[src/verilog/crp_pkg.sv]
// package: register map, field positions, reset values and timing constants
package crp_pkg;

  // register indices; the bus byte address is four times the index
  localparam logic [7:0] IDX_WATERMARK = 8'hb4;
  localparam logic [7:0] IDX_IDENT = 8'hc0;
  localparam logic [7:0] IDX_GLOBAL = 8'hc6;
  localparam logic [7:0] IDX_CMD = 8'hc8;
  localparam logic [7:0] IDX_DATA_LO = 8'hd0;
  localparam logic [7:0] IDX_DATA_HI = 8'hd2;
  localparam logic [7:0] IDX_POWER = 8'hd4;
  localparam logic [7:0] IDX_TIMING = 8'hd6;

  localparam logic [9:0] ADDR_WATERMARK = {IDX_WATERMARK, 2'h0};
  localparam logic [9:0] ADDR_IDENT = {IDX_IDENT, 2'h0};
  localparam logic [9:0] ADDR_GLOBAL = {IDX_GLOBAL, 2'h0};
  localparam logic [9:0] ADDR_CMD = {IDX_CMD, 2'h0};
  localparam logic [9:0] ADDR_DATA_LO = {IDX_DATA_LO, 2'h0};
  localparam logic [9:0] ADDR_DATA_HI = {IDX_DATA_HI, 2'h0};
  localparam logic [9:0] ADDR_POWER = {IDX_POWER, 2'h0};
  localparam logic [9:0] ADDR_TIMING = {IDX_TIMING, 2'h0};

  // reset values
  localparam logic [11:0] WATERMARK_RESET = 12'h040;
  localparam logic [15:0] GLOBAL_DEFAULT = 16'h0835;
  localparam logic [15:0] TIMING_RESET = 16'h080c;

  // indirect command fields
  localparam int CMD_READ_BIT = 12;
  localparam int CMD_TSEL_LSB = 10;
  localparam logic [1:0] TSEL_STATS = 2'h3;
  localparam logic [15:0] CMD_MASK = 16'h1c1f;
  localparam int NUM_STATS = 32;
  localparam int STAT_WIDTH = 32;

  // power event control fields
  localparam int PWR_DELAY_BIT = 14;
  localparam int PWR_POL_BIT = 12;
  localparam int PWR_EN_LSB = 8;
  localparam int PWR_AUTO_BIT = 7;
  localparam int PWR_TO_NORMAL_BIT = 6;
  localparam int PWR_STAT_LSB = 2;
  localparam logic [15:0] PWR_MASK = 16'h5fc3;
  localparam logic [1:0] MODE_NORMAL = 2'h0;
  localparam logic [1:0] MODE_ENERGY = 2'h1;
  localparam logic [1:0] MODE_SOFT_DOWN = 2'h2;
  localparam logic [1:0] MODE_SAVING = 2'h3;

  // event positions in the wake source bits and enables
  localparam int EV_ENERGY = 0;
  localparam int EV_LINK_UP = 1;
  localparam int EV_MAGIC = 2;
  localparam int EV_FRAME = 3;

  // timing: least times round up to whole cycles
  localparam int CLK_PERIOD_NS = 5;
  localparam int WAKE_UNIT_NS = 16000000;
  localparam int SLEEP_UNIT_NS = 1000000000;
  localparam int WAKE_UNIT_CYC =
    (WAKE_UNIT_NS + CLK_PERIOD_NS - 1) / CLK_PERIOD_NS;
  localparam int SLEEP_UNIT_CYC =
    (SLEEP_UNIT_NS + CLK_PERIOD_NS - 1) / CLK_PERIOD_NS;

  typedef enum logic {ps_full, ps_low} crp_pstate_type;

endpackage

[src/verilog/crp_stat_bank.sv]
// statistics counter bank with clear-on-read and registered read port
`timescale 1ns/100ps
module crp_stat_bank #(
  parameter int N = 32,
  parameter int W = 32
) (
  input wire logic mclk,
  input wire logic sys_rst,
  input wire logic [N-1:0] count_en,
  input wire logic rd_en,
  input wire logic [$clog2(N)-1:0] rd_addr,
  output logic [W-1:0] rd_data_q
);
  logic [W-1:0] cnt_q [N];
  logic [W-1:0] cnt_d [N];
  logic [W-1:0] rd_data_d;
  localparam int AW = $clog2(N);

  genvar i;
  generate
    for (i = 0; i < N; i++) begin : g_cnt
      // an event in the clearing cycle is kept: the counter restarts at one
      always_comb begin
        if (rd_en && rd_addr == AW'(i)) begin
          cnt_d[i] = {{(W-1){1'b0}}, count_en[i]};
        end else begin
          cnt_d[i] = cnt_q[i] + {{(W-1){1'b0}}, count_en[i]};
        end
      end
      always_ff @(posedge mclk or posedge sys_rst) begin
        if (sys_rst) begin
          cnt_q[i] <= '0;
        end else begin
          cnt_q[i] <= cnt_d[i];
        end
      end
    end
  endgenerate

  always_comb begin
    rd_data_d = rd_en ? cnt_q[rd_addr] : rd_data_q;
  end

  always_ff @(posedge mclk or posedge sys_rst) begin
    if (sys_rst) begin
      rd_data_q <= '0;
    end else begin
      rd_data_q <= rd_data_d;
    end
  end
endmodule

[src/verilog/crp_regs.sv]
// control, statistics-access and power-event register slice on wishbone
//
// Local design decision: the Wishbone slave port.
`timescale 1ns/100ps
module crp_regs #(
  parameter int WAKE_UNIT_CYC = crp_pkg::WAKE_UNIT_CYC,
  parameter int SLEEP_UNIT_CYC = crp_pkg::SLEEP_UNIT_CYC,
  parameter logic [7:0] FAMILY_CODE = 8'h5a,  // arbitrary value
  parameter logic [3:0] CHIP_CODE = 4'h3,     // arbitrary value
  parameter logic [2:0] REV_CODE = 3'h2       // arbitrary value
) (
  input wire logic mclk,
  input wire logic sys_rst,
  input wire logic wb_cyc_i,
  input wire logic wb_stb_i,
  input wire logic wb_we_i,
  input wire logic [9:0] wb_adr_i,
  input wire logic [3:0] wb_sel_i,
  input wire logic [31:0] wb_dat_i,
  output logic [31:0] wb_dat_o,
  output logic wb_ack_o,
  input wire logic [31:0] stat_count_en,
  input wire logic [3:0] wake_events,
  input wire logic energy_present,
  input wire logic clocks_ready,
  output logic [11:0] rx_overrun_level,
  output logic [1:0] power_mode,
  output logic link_active,
  output logic wake_event_output
);
  logic req;
  logic wr;
  logic ack_q;
  logic [31:0] dat_q;
  logic [31:0] dat_d;
  logic [15:0] rd_val;
  logic [11:0] wm_q, wm_d;
  logic [15:0] cmd_q, cmd_d;
  logic [15:0] dlo_q, dlo_d, dhi_q, dhi_d;
  logic [15:0] tim_q, tim_d;
  logic stat_rd_q, stat_rd_d;
  logic cap_q;
  logic [31:0] bank_data;
  logic [15:0] pwr_q, pwr_d;
  logic [3:0] wsrc_q, wsrc_d;
  logic [15:0] cmd_new;
  crp_pkg::crp_pstate_type pst_q, pst_d;
  logic [31:0] div_q, div_d;
  logic [7:0] units_q, units_d;
  logic pme_q, pme_d;
  logic link_q, link_d;
  logic low;
  logic qualify;
  logic unit_done;
  logic expire;
  logic [7:0] target;
  logic [31:0] unit_len;
  logic wake_act;
  logic wake_hold;

  function automatic logic [15:0] lane_merge(input logic [15:0] old,
                                             input logic [15:0] val,
                                             input logic [1:0] sel);
    lane_merge = {sel[1] ? val[15:8] : old[15:8],
                  sel[0] ? val[7:0] : old[7:0]};
  endfunction

  // wishbone slave: one wait state, then ack
  assign req = wb_cyc_i & wb_stb_i & ~ack_q;
  assign wr = req & wb_we_i;
  assign wb_ack_o = ack_q;
  assign wb_dat_o = dat_q;

  always_comb begin
    rd_val = 16'h0000;
    if (wb_adr_i == crp_pkg::ADDR_WATERMARK) begin
      rd_val = {4'h0, wm_q};
    end else if (wb_adr_i == crp_pkg::ADDR_IDENT) begin
      rd_val = {FAMILY_CODE, CHIP_CODE, REV_CODE, 1'b0};
    end else if (wb_adr_i == crp_pkg::ADDR_GLOBAL) begin
      rd_val = crp_pkg::GLOBAL_DEFAULT;
    end else if (wb_adr_i == crp_pkg::ADDR_CMD) begin
      rd_val = cmd_q;
    end else if (wb_adr_i == crp_pkg::ADDR_DATA_LO) begin
      rd_val = dlo_q;
    end else if (wb_adr_i == crp_pkg::ADDR_DATA_HI) begin
      rd_val = dhi_q;
    end else if (wb_adr_i == crp_pkg::ADDR_POWER) begin
      rd_val = {pwr_q[15:6], wsrc_q, pwr_q[1:0]};
    end else if (wb_adr_i == crp_pkg::ADDR_TIMING) begin
      rd_val = tim_q;
    end
    // unmapped addresses are acked with zero data
    dat_d = req ? {16'h0000, rd_val} : dat_q;
  end

  // host-written registers and indirect access
  always_comb begin
    wm_d = wm_q;
    tim_d = tim_q;
    dlo_d = dlo_q;
    dhi_d = dhi_q;
    cmd_new = lane_merge(cmd_q, wb_dat_i[15:0], wb_sel_i[1:0]) &
              crp_pkg::CMD_MASK;
    cmd_d = cmd_q;
    stat_rd_d = 1'b0;
    if (wr && wb_adr_i == crp_pkg::ADDR_WATERMARK) begin
      wm_d = 12'(lane_merge({4'h0, wm_q}, wb_dat_i[15:0],
                            wb_sel_i[1:0]));
    end
    if (wr && wb_adr_i == crp_pkg::ADDR_TIMING) begin
      tim_d = lane_merge(tim_q, wb_dat_i[15:0], wb_sel_i[1:0]);
    end
    if (wr && wb_adr_i == crp_pkg::ADDR_CMD) begin
      cmd_d = cmd_new;
      // other table codes are reserved and do nothing
      stat_rd_d = cmd_new[crp_pkg::CMD_READ_BIT] &&
        cmd_new[crp_pkg::CMD_TSEL_LSB +: 2] == crp_pkg::TSEL_STATS;
    end
    if (cap_q) begin
      {dhi_d, dlo_d} = bank_data;
    end else begin
      if (wr && wb_adr_i == crp_pkg::ADDR_DATA_LO) begin
        dlo_d = lane_merge(dlo_q, wb_dat_i[15:0], wb_sel_i[1:0]);
      end
      if (wr && wb_adr_i == crp_pkg::ADDR_DATA_HI) begin
        dhi_d = lane_merge(dhi_q, wb_dat_i[15:0], wb_sel_i[1:0]);
      end
    end
  end

  always_ff @(posedge mclk or posedge sys_rst) begin
    if (sys_rst) begin
      ack_q <= 1'b0;
      dat_q <= 32'h0000_0000;
      wm_q <= crp_pkg::WATERMARK_RESET;
      tim_q <= crp_pkg::TIMING_RESET;
      cmd_q <= 16'h0000;
      dlo_q <= 16'h0000;
      dhi_q <= 16'h0000;
      stat_rd_q <= 1'b0;
      cap_q <= 1'b0;
    end else begin
      ack_q <= req;
      dat_q <= dat_d;
      wm_q <= wm_d;
      tim_q <= tim_d;
      cmd_q <= cmd_d;
      dlo_q <= dlo_d;
      dhi_q <= dhi_d;
      stat_rd_q <= stat_rd_d;
      cap_q <= stat_rd_q;
    end
  end

  crp_stat_bank #(
    .N(crp_pkg::NUM_STATS),
    .W(crp_pkg::STAT_WIDTH)
  ) u_bank (
    .mclk(mclk),
    .sys_rst(sys_rst),
    .count_en(stat_count_en),
    .rd_en(stat_rd_q),
    .rd_addr(cmd_q[4:0]),
    .rd_data_q(bank_data)
  );

  // power events and energy-detect state
  assign low = (pst_q == crp_pkg::ps_low);
  assign unit_len = low ? WAKE_UNIT_CYC : SLEEP_UNIT_CYC;
  // a zero unit count is not allowed; treat it as one so the timer ends
  assign target = ((low ? tim_q[15:8] : tim_q[7:0]) == 8'h00) ? 8'h01 :
                  (low ? tim_q[15:8] : tim_q[7:0]);
  assign qualify = (pwr_q[1:0] == crp_pkg::MODE_ENERGY) &&
                   (low ? energy_present : !energy_present);
  assign unit_done = qualify && (div_q == unit_len - 32'h1);
  assign expire = unit_done &&
                  ({1'b0, units_q} + 9'h1 >= {1'b0, target});
  assign wake_act = |(wsrc_q & pwr_q[crp_pkg::PWR_EN_LSB +: 4]);
  assign wake_hold = pwr_q[crp_pkg::PWR_DELAY_BIT] &&
                     pwr_q[crp_pkg::PWR_AUTO_BIT] && !clocks_ready;

  always_comb begin
    pwr_d = pwr_q;
    wsrc_d = wsrc_q;
    pst_d = pst_q;
    div_d = div_q + 32'h1;
    units_d = units_q;
    if (wr && wb_adr_i == crp_pkg::ADDR_POWER) begin
      pwr_d = lane_merge(pwr_q, wb_dat_i[15:0], wb_sel_i[1:0]) &
              crp_pkg::PWR_MASK;
      if (wb_sel_i[0]) begin
        wsrc_d = wsrc_q & ~wb_dat_i[crp_pkg::PWR_STAT_LSB +: 4];
      end
    end
    wsrc_d = wsrc_d | wake_events;
    if (!qualify) begin
      div_d = 32'h0;
      units_d = 8'h0;
    end else if (unit_done) begin
      div_d = 32'h0;
      units_d = units_q + 8'h1;
    end
    if (expire) begin
      div_d = 32'h0;
      units_d = 8'h0;
      if (!low) begin
        pst_d = crp_pkg::ps_low;
      end else if (pwr_q[crp_pkg::PWR_AUTO_BIT]) begin
        pst_d = crp_pkg::ps_full;
        if (pwr_q[crp_pkg::PWR_TO_NORMAL_BIT]) begin
          pwr_d[1:0] = crp_pkg::MODE_NORMAL;
        end
      end
    end
    // low/full power state exists only in energy detect mode
    if (pwr_d[1:0] != crp_pkg::MODE_ENERGY) begin
      pst_d = crp_pkg::ps_full;
    end
    pme_d = pwr_q[crp_pkg::PWR_POL_BIT] ? (wake_act && !wake_hold) :
            !(wake_act && !wake_hold);
    link_d = (pwr_d[1:0] == crp_pkg::MODE_NORMAL) ||
             (pwr_d[1:0] == crp_pkg::MODE_ENERGY &&
              pst_d == crp_pkg::ps_full);
  end

  always_ff @(posedge mclk or posedge sys_rst) begin
    if (sys_rst) begin
      pwr_q <= 16'h0000;
      wsrc_q <= 4'h0;
      pst_q <= crp_pkg::ps_full;
      div_q <= 32'h0;
      units_q <= 8'h0;
      pme_q <= 1'b1;
      link_q <= 1'b1;
    end else begin
      pwr_q <= pwr_d;
      wsrc_q <= wsrc_d;
      pst_q <= pst_d;
      div_q <= div_d;
      units_q <= units_d;
      pme_q <= pme_d;
      link_q <= link_d;
    end
  end

  assign rx_overrun_level = wm_q;
  assign power_mode = pwr_q[1:0];
  assign link_active = link_q;
  assign wake_event_output = pme_q;
endmodule

[config.mk]
export PLATFORM = sky130hd
export DESIGN_NAME = crp_regs
export DESIGN_NICKNAME = d
export VERILOG_FILES = /design/src/verilog/crp_pkg.sv /design/src/verilog/crp_stat_bank.sv /design/src/verilog/crp_regs.sv
export SDC_FILE = /design/constraint.sdc
export NUM_CORES = 2
export LEC_CHECK = 0
export BUFFER_PORTS_ARGS = -buffer_cell sky130_fd_sc_hd__buf_2
export CAP_MARGIN = 20
export CORE_UTILIZATION = 60
export DETAILED_ROUTE_END_ITERATION = 6
export PLACE_DENSITY = 0.84
export SLEW_MARGIN = 10
export SYNTH_ARGS = -nofsm -noshare
export SYNTH_HDL_FRONTEND = slang
export SYNTH_SLANG_ARGS = --single-unit
[constraint.sdc]
create_clock -name mclk -period 101 [get_ports mclk]
set_clock_uncertainty 0.15 [all_clocks]
set_input_delay 20.2 -clock mclk [delete_from_list [all_inputs] [get_ports mclk]]
set_output_delay 20.2 -clock mclk [all_outputs]
set_load 0.005 [all_outputs]
==> metrics.md <==
| Metric | Value |
|---|---|
| First-pass GRT wire length | `273000 um` |
| Full die area | `0.110 mm2` |
| RR Startpoint | `cmd_q[0]` |
| Largest net degree at the start of global routing | `177` |
| Yosys top cell by area | `dfrtp_1` |
| Fin crit period | `22.87 ns` |
| Top cell type's share of synthesized area | `45.9%` |
| I/O Pins | `138` |
| Number of flops mapped to enable cells by yosys | `0` |
| VDD IR max | `0.0157 mV` |
| Initial antenna violation count | `9` |
| Startpoint Class | `input pin` |
| Layout cells sized above 1 | `13.4%` |
| CTS tree | `built` |
| Placed cell areas | `0.0669 mm2` |
| Synth-to-Final Area Change | `9.19%` |
| CTS root buffer | `clkbuf_16` |
| Final Wtd Congestion | `0.932` |
| Synth Instances | `6274` |
| Unrepaired setup endpoints after global routing | `no` |
| Logic pwr share | `12.4%` |
| Clk pwr share | `38.8%` |
| Crit Path Max Fanout | `176` |
| Distinct cells, synth | `73` |
| Clk slew on worst S/H paths | `0.07 ns` |
| Internal | `0.864 mW` |
| Sw Share | `27.7%` |
| Peak Freq | `43.7 MHz` |
| Hold Crit Class | `reg2reg` |
| Status | `finished with violations` |
| # port buffers | `103` |
| #FFs+latches synth | `1200` |
| Max-slew violations | `0` |
| Mapped Area | `0.0651 mm2` |
| CTS sink cnt | `1200` |
| WL/cell | `21.9 um` |
| Overflow left after global routing | `0` |
| Routed Antenna Nets | `0` |
| Starting DRC count in detailed routing | `6533` |
| Hold WS | `0.325 ns` |
| Setup TNS after final layout | `0 ns` |
| Reg power frac | `48.9%` |
| Die Y | `331 um` |
| Post_cts resized | `0` |
| Register-to-Register Path Depth | `7` |
| Critical path capture point type | `async pin` |
| HPWL after DPL | `121000 um` |
| H-tree Lvls | `3` |
| Setup Buffers After CTS | `0` |
| Largest cells by area after synthesis | `dfrtp_1 46%, mux4_2 11%, nor2_1 6.5%` |
| Max Cap Viol | `0` |
| Hold Path End | `wb_dat_o[10]` |
| Number of buffers created by CTS | `118` |
| Switch Pwr | `0.332 mW` |
| R2r setup slk | `95.27 ns` |
| Slew @ Worst Pin | `1.03 ns` |
| Skew-Pair Late Insertion Delay | `0.71 ns` |
| Failing checks | `DRC` |
| Post-Route WL | `171000 um` |
| Post-synth ARST share | `100%` |
| Final Hold Viols | `0` |
| Fin crit share | `22.6%` |
| Vias in the first global route | `49.2k` |
| Slew headroom | `29.9%` |
| Clock Tree Buf Depth | `3` |
| Global Route Usage Sum | `31.2%` |
| Final Cell Area | `0.0711 mm2` |
| Source of the worst hold timing path | `wb_dat_o[10]` |
| Reg-to-Reg End | `u_bank.rd_data_q[10]` |
| DRT Pass-1 Iters | `7` |
| Core ar. | `0.107 mm2` |
| Layout Nets | `6487` |
| Leak pwr | `30.2 nW` |
| Mean Syn Cell Area | `10.4 um2` |
| Hold Buf Count CTS | `0` |
| Yosys warning count | `0` |
| Initial core utilization | `60.6%` |
| Pwr per Cell Area | `16.8 mW/mm2` |
| Primary FF master, synth | `dfrtp_1` |
| Vias per cell | `6.45` |
| Hold Path Depth | `2` |
| Filler Cells Inserted | `7352` |
| Residual DRC | `4` |
| DIE WIDTH | `331 um` |
| Crit Path Category | `in2async` |
| Via count of the routed design | `50.5k` |
| Row count | `120` |
| Final setup fails | `0` |
| Crit path DAT | `23.41 ns` |
| Register area share after synthesis | `46.2%` |
| Critical Path RT | `101.54 ns` |
-- registers in the layout, indices dropped and copies added (netlist names), 4 cells and up --
signal / flops
u_bank.cnt_q: 1024
div_q: 32
u_bank.rd_data_q: 32
dhi_q: 16
dlo_q: 16
tim_q: 16
wb_dat_o: 16
rx_overrun_level: 12
pwr_q: 10
cmd_q: 8
units_q: 8
wsrc_q: 4
-- placed cells by master, fill, tap and decap left out, types with 78 or more instances in the layout --
| cell type | count |
|---|---|
| mux2_2 | 78 |
| mux4_2 | 318 |
| nand3_1 | 416 |
| or3_1 | 145 |
| a21oi_1 | 210 |
| clkbuf_16 | 120 |
| xnor2_1 | 403 |
| nor2b_1 | 80 |
| buf_2 | 103 |
| and3_1 | 164 |
| nor3_1 | 106 |
| nor2_1 | 1102 |
| nand4_1 | 179 |
| nand2_1 | 396 |
| xor2_1 | 456 |
| dfrtp_1 | 1188 |
| o21ai_0 | 174 |
| inv_1 | 115 |
-- final cells by class --
cell class              instances  area, um2  share of cell area, %
repair buffers                179       1140                   1.61
clock inverters                47        613                  0.863
clock buffers                 166       3460                   4.86
diodes                          1       2.50                0.00352
multi-input cells            4709      33600                   47.3
well taps                    1403       1760                   2.47
flip-flops and latches       1200      30100                   42.3
inverters                     116        443                  0.623
-- cell families (layout without fill, tap and decap cells) --
family	after synthesis	in the layout	share of synthesized area, %
and+or+nand+nor	2856	2856	21.4
AOI/OAI and AO/OA	450	450	3.70
DFF	1200	1200	46.2
xor gates and xnor gates	859	859	11.6
muxes	454	454	13.3
other	1	17	0.00576
buffers and inverters	380	508	2.44
adders and majority gates	74	74	1.42
-- cell usage after synthesis, types with 145 or more instances --
master    instances
a21oi_1         210
and3_1          164
clkbuf_1        173
dfrtp_1        1194
mux4_2          318
nand2_1         396
nand3_1         416
nand4_1         179
nor2_1         1134
o21ai_0         174
or3_1           145
xnor2_1         403
xor2_1          456
-- layer usage --
layer  part of all wire (%)  up-vias  track usage (%)  routed length, um
met3                     11      375             7.67              18400
met1                     39    25400             43.2              67000
li1                       -    22100                -                  -
met5                 0.0064        -                0                 11
met4                    4.2        2             12.4               7100
met2                     46     2666             47.8              78400
-- metrics by stage --
| step | util (%) | power, mW | setup slack [ns] | instances |
|---|---|---|---|---|
| floorplan | - | 0.679 | 46.85 | 6289 |
| global placement | 62.3 | 0.722 | 77.22 | 7603 |
| detailed placement | 62.3 | 0.734 | 77.21 | 7603 |
| CTS | 66.1 | 1.20 | 77.96 | 7816 |
| global route | 66.2 | 1.24 | 77.56 | 7820 |
| finish | 66.2 | 1.20 | 78.13 | 7821 |
-- power by group through the flow --
| stage | Clock (mW) | Combinational [mW] | Sequential [mW] |
|---|---|---|---|
| after floorplan | 0 | 0.105 | 0.574 |
| after detailed placement | 0 | 0.144 | 0.590 |
| after CTS | 0.467 | 0.146 | 0.583 |
| final | 0.464 | 0.148 | 0.585 |
| after global placement | 0 | 0.136 | 0.587 |
| after global routing | 0.486 | 0.163 | 0.590 |
-- worst max-delay path by stage --
stage	from	endpoint	slack, ns
CTS	sys_rst	u_bank.cnt_q[83]	77.96
global placement	sys_rst	u_bank.cnt_q[522]	77.22
global route	sys_rst	u_bank.cnt_q[576]	77.56
floorplan	sys_rst	cap_q	46.85
finish	sys_rst	u_bank.cnt_q[576]	78.13
detailed placement	sys_rst	u_bank.cnt_q[161]	77.21
-- worst max-delay path, stage by stage --
cell and delay [ns]:
buf_2 0.13, inv_8 0.45, buf_12 0.72, buf_4 0.84, buf_4 0.85
No activity file was read; power rests on OpenSTA's default activity.
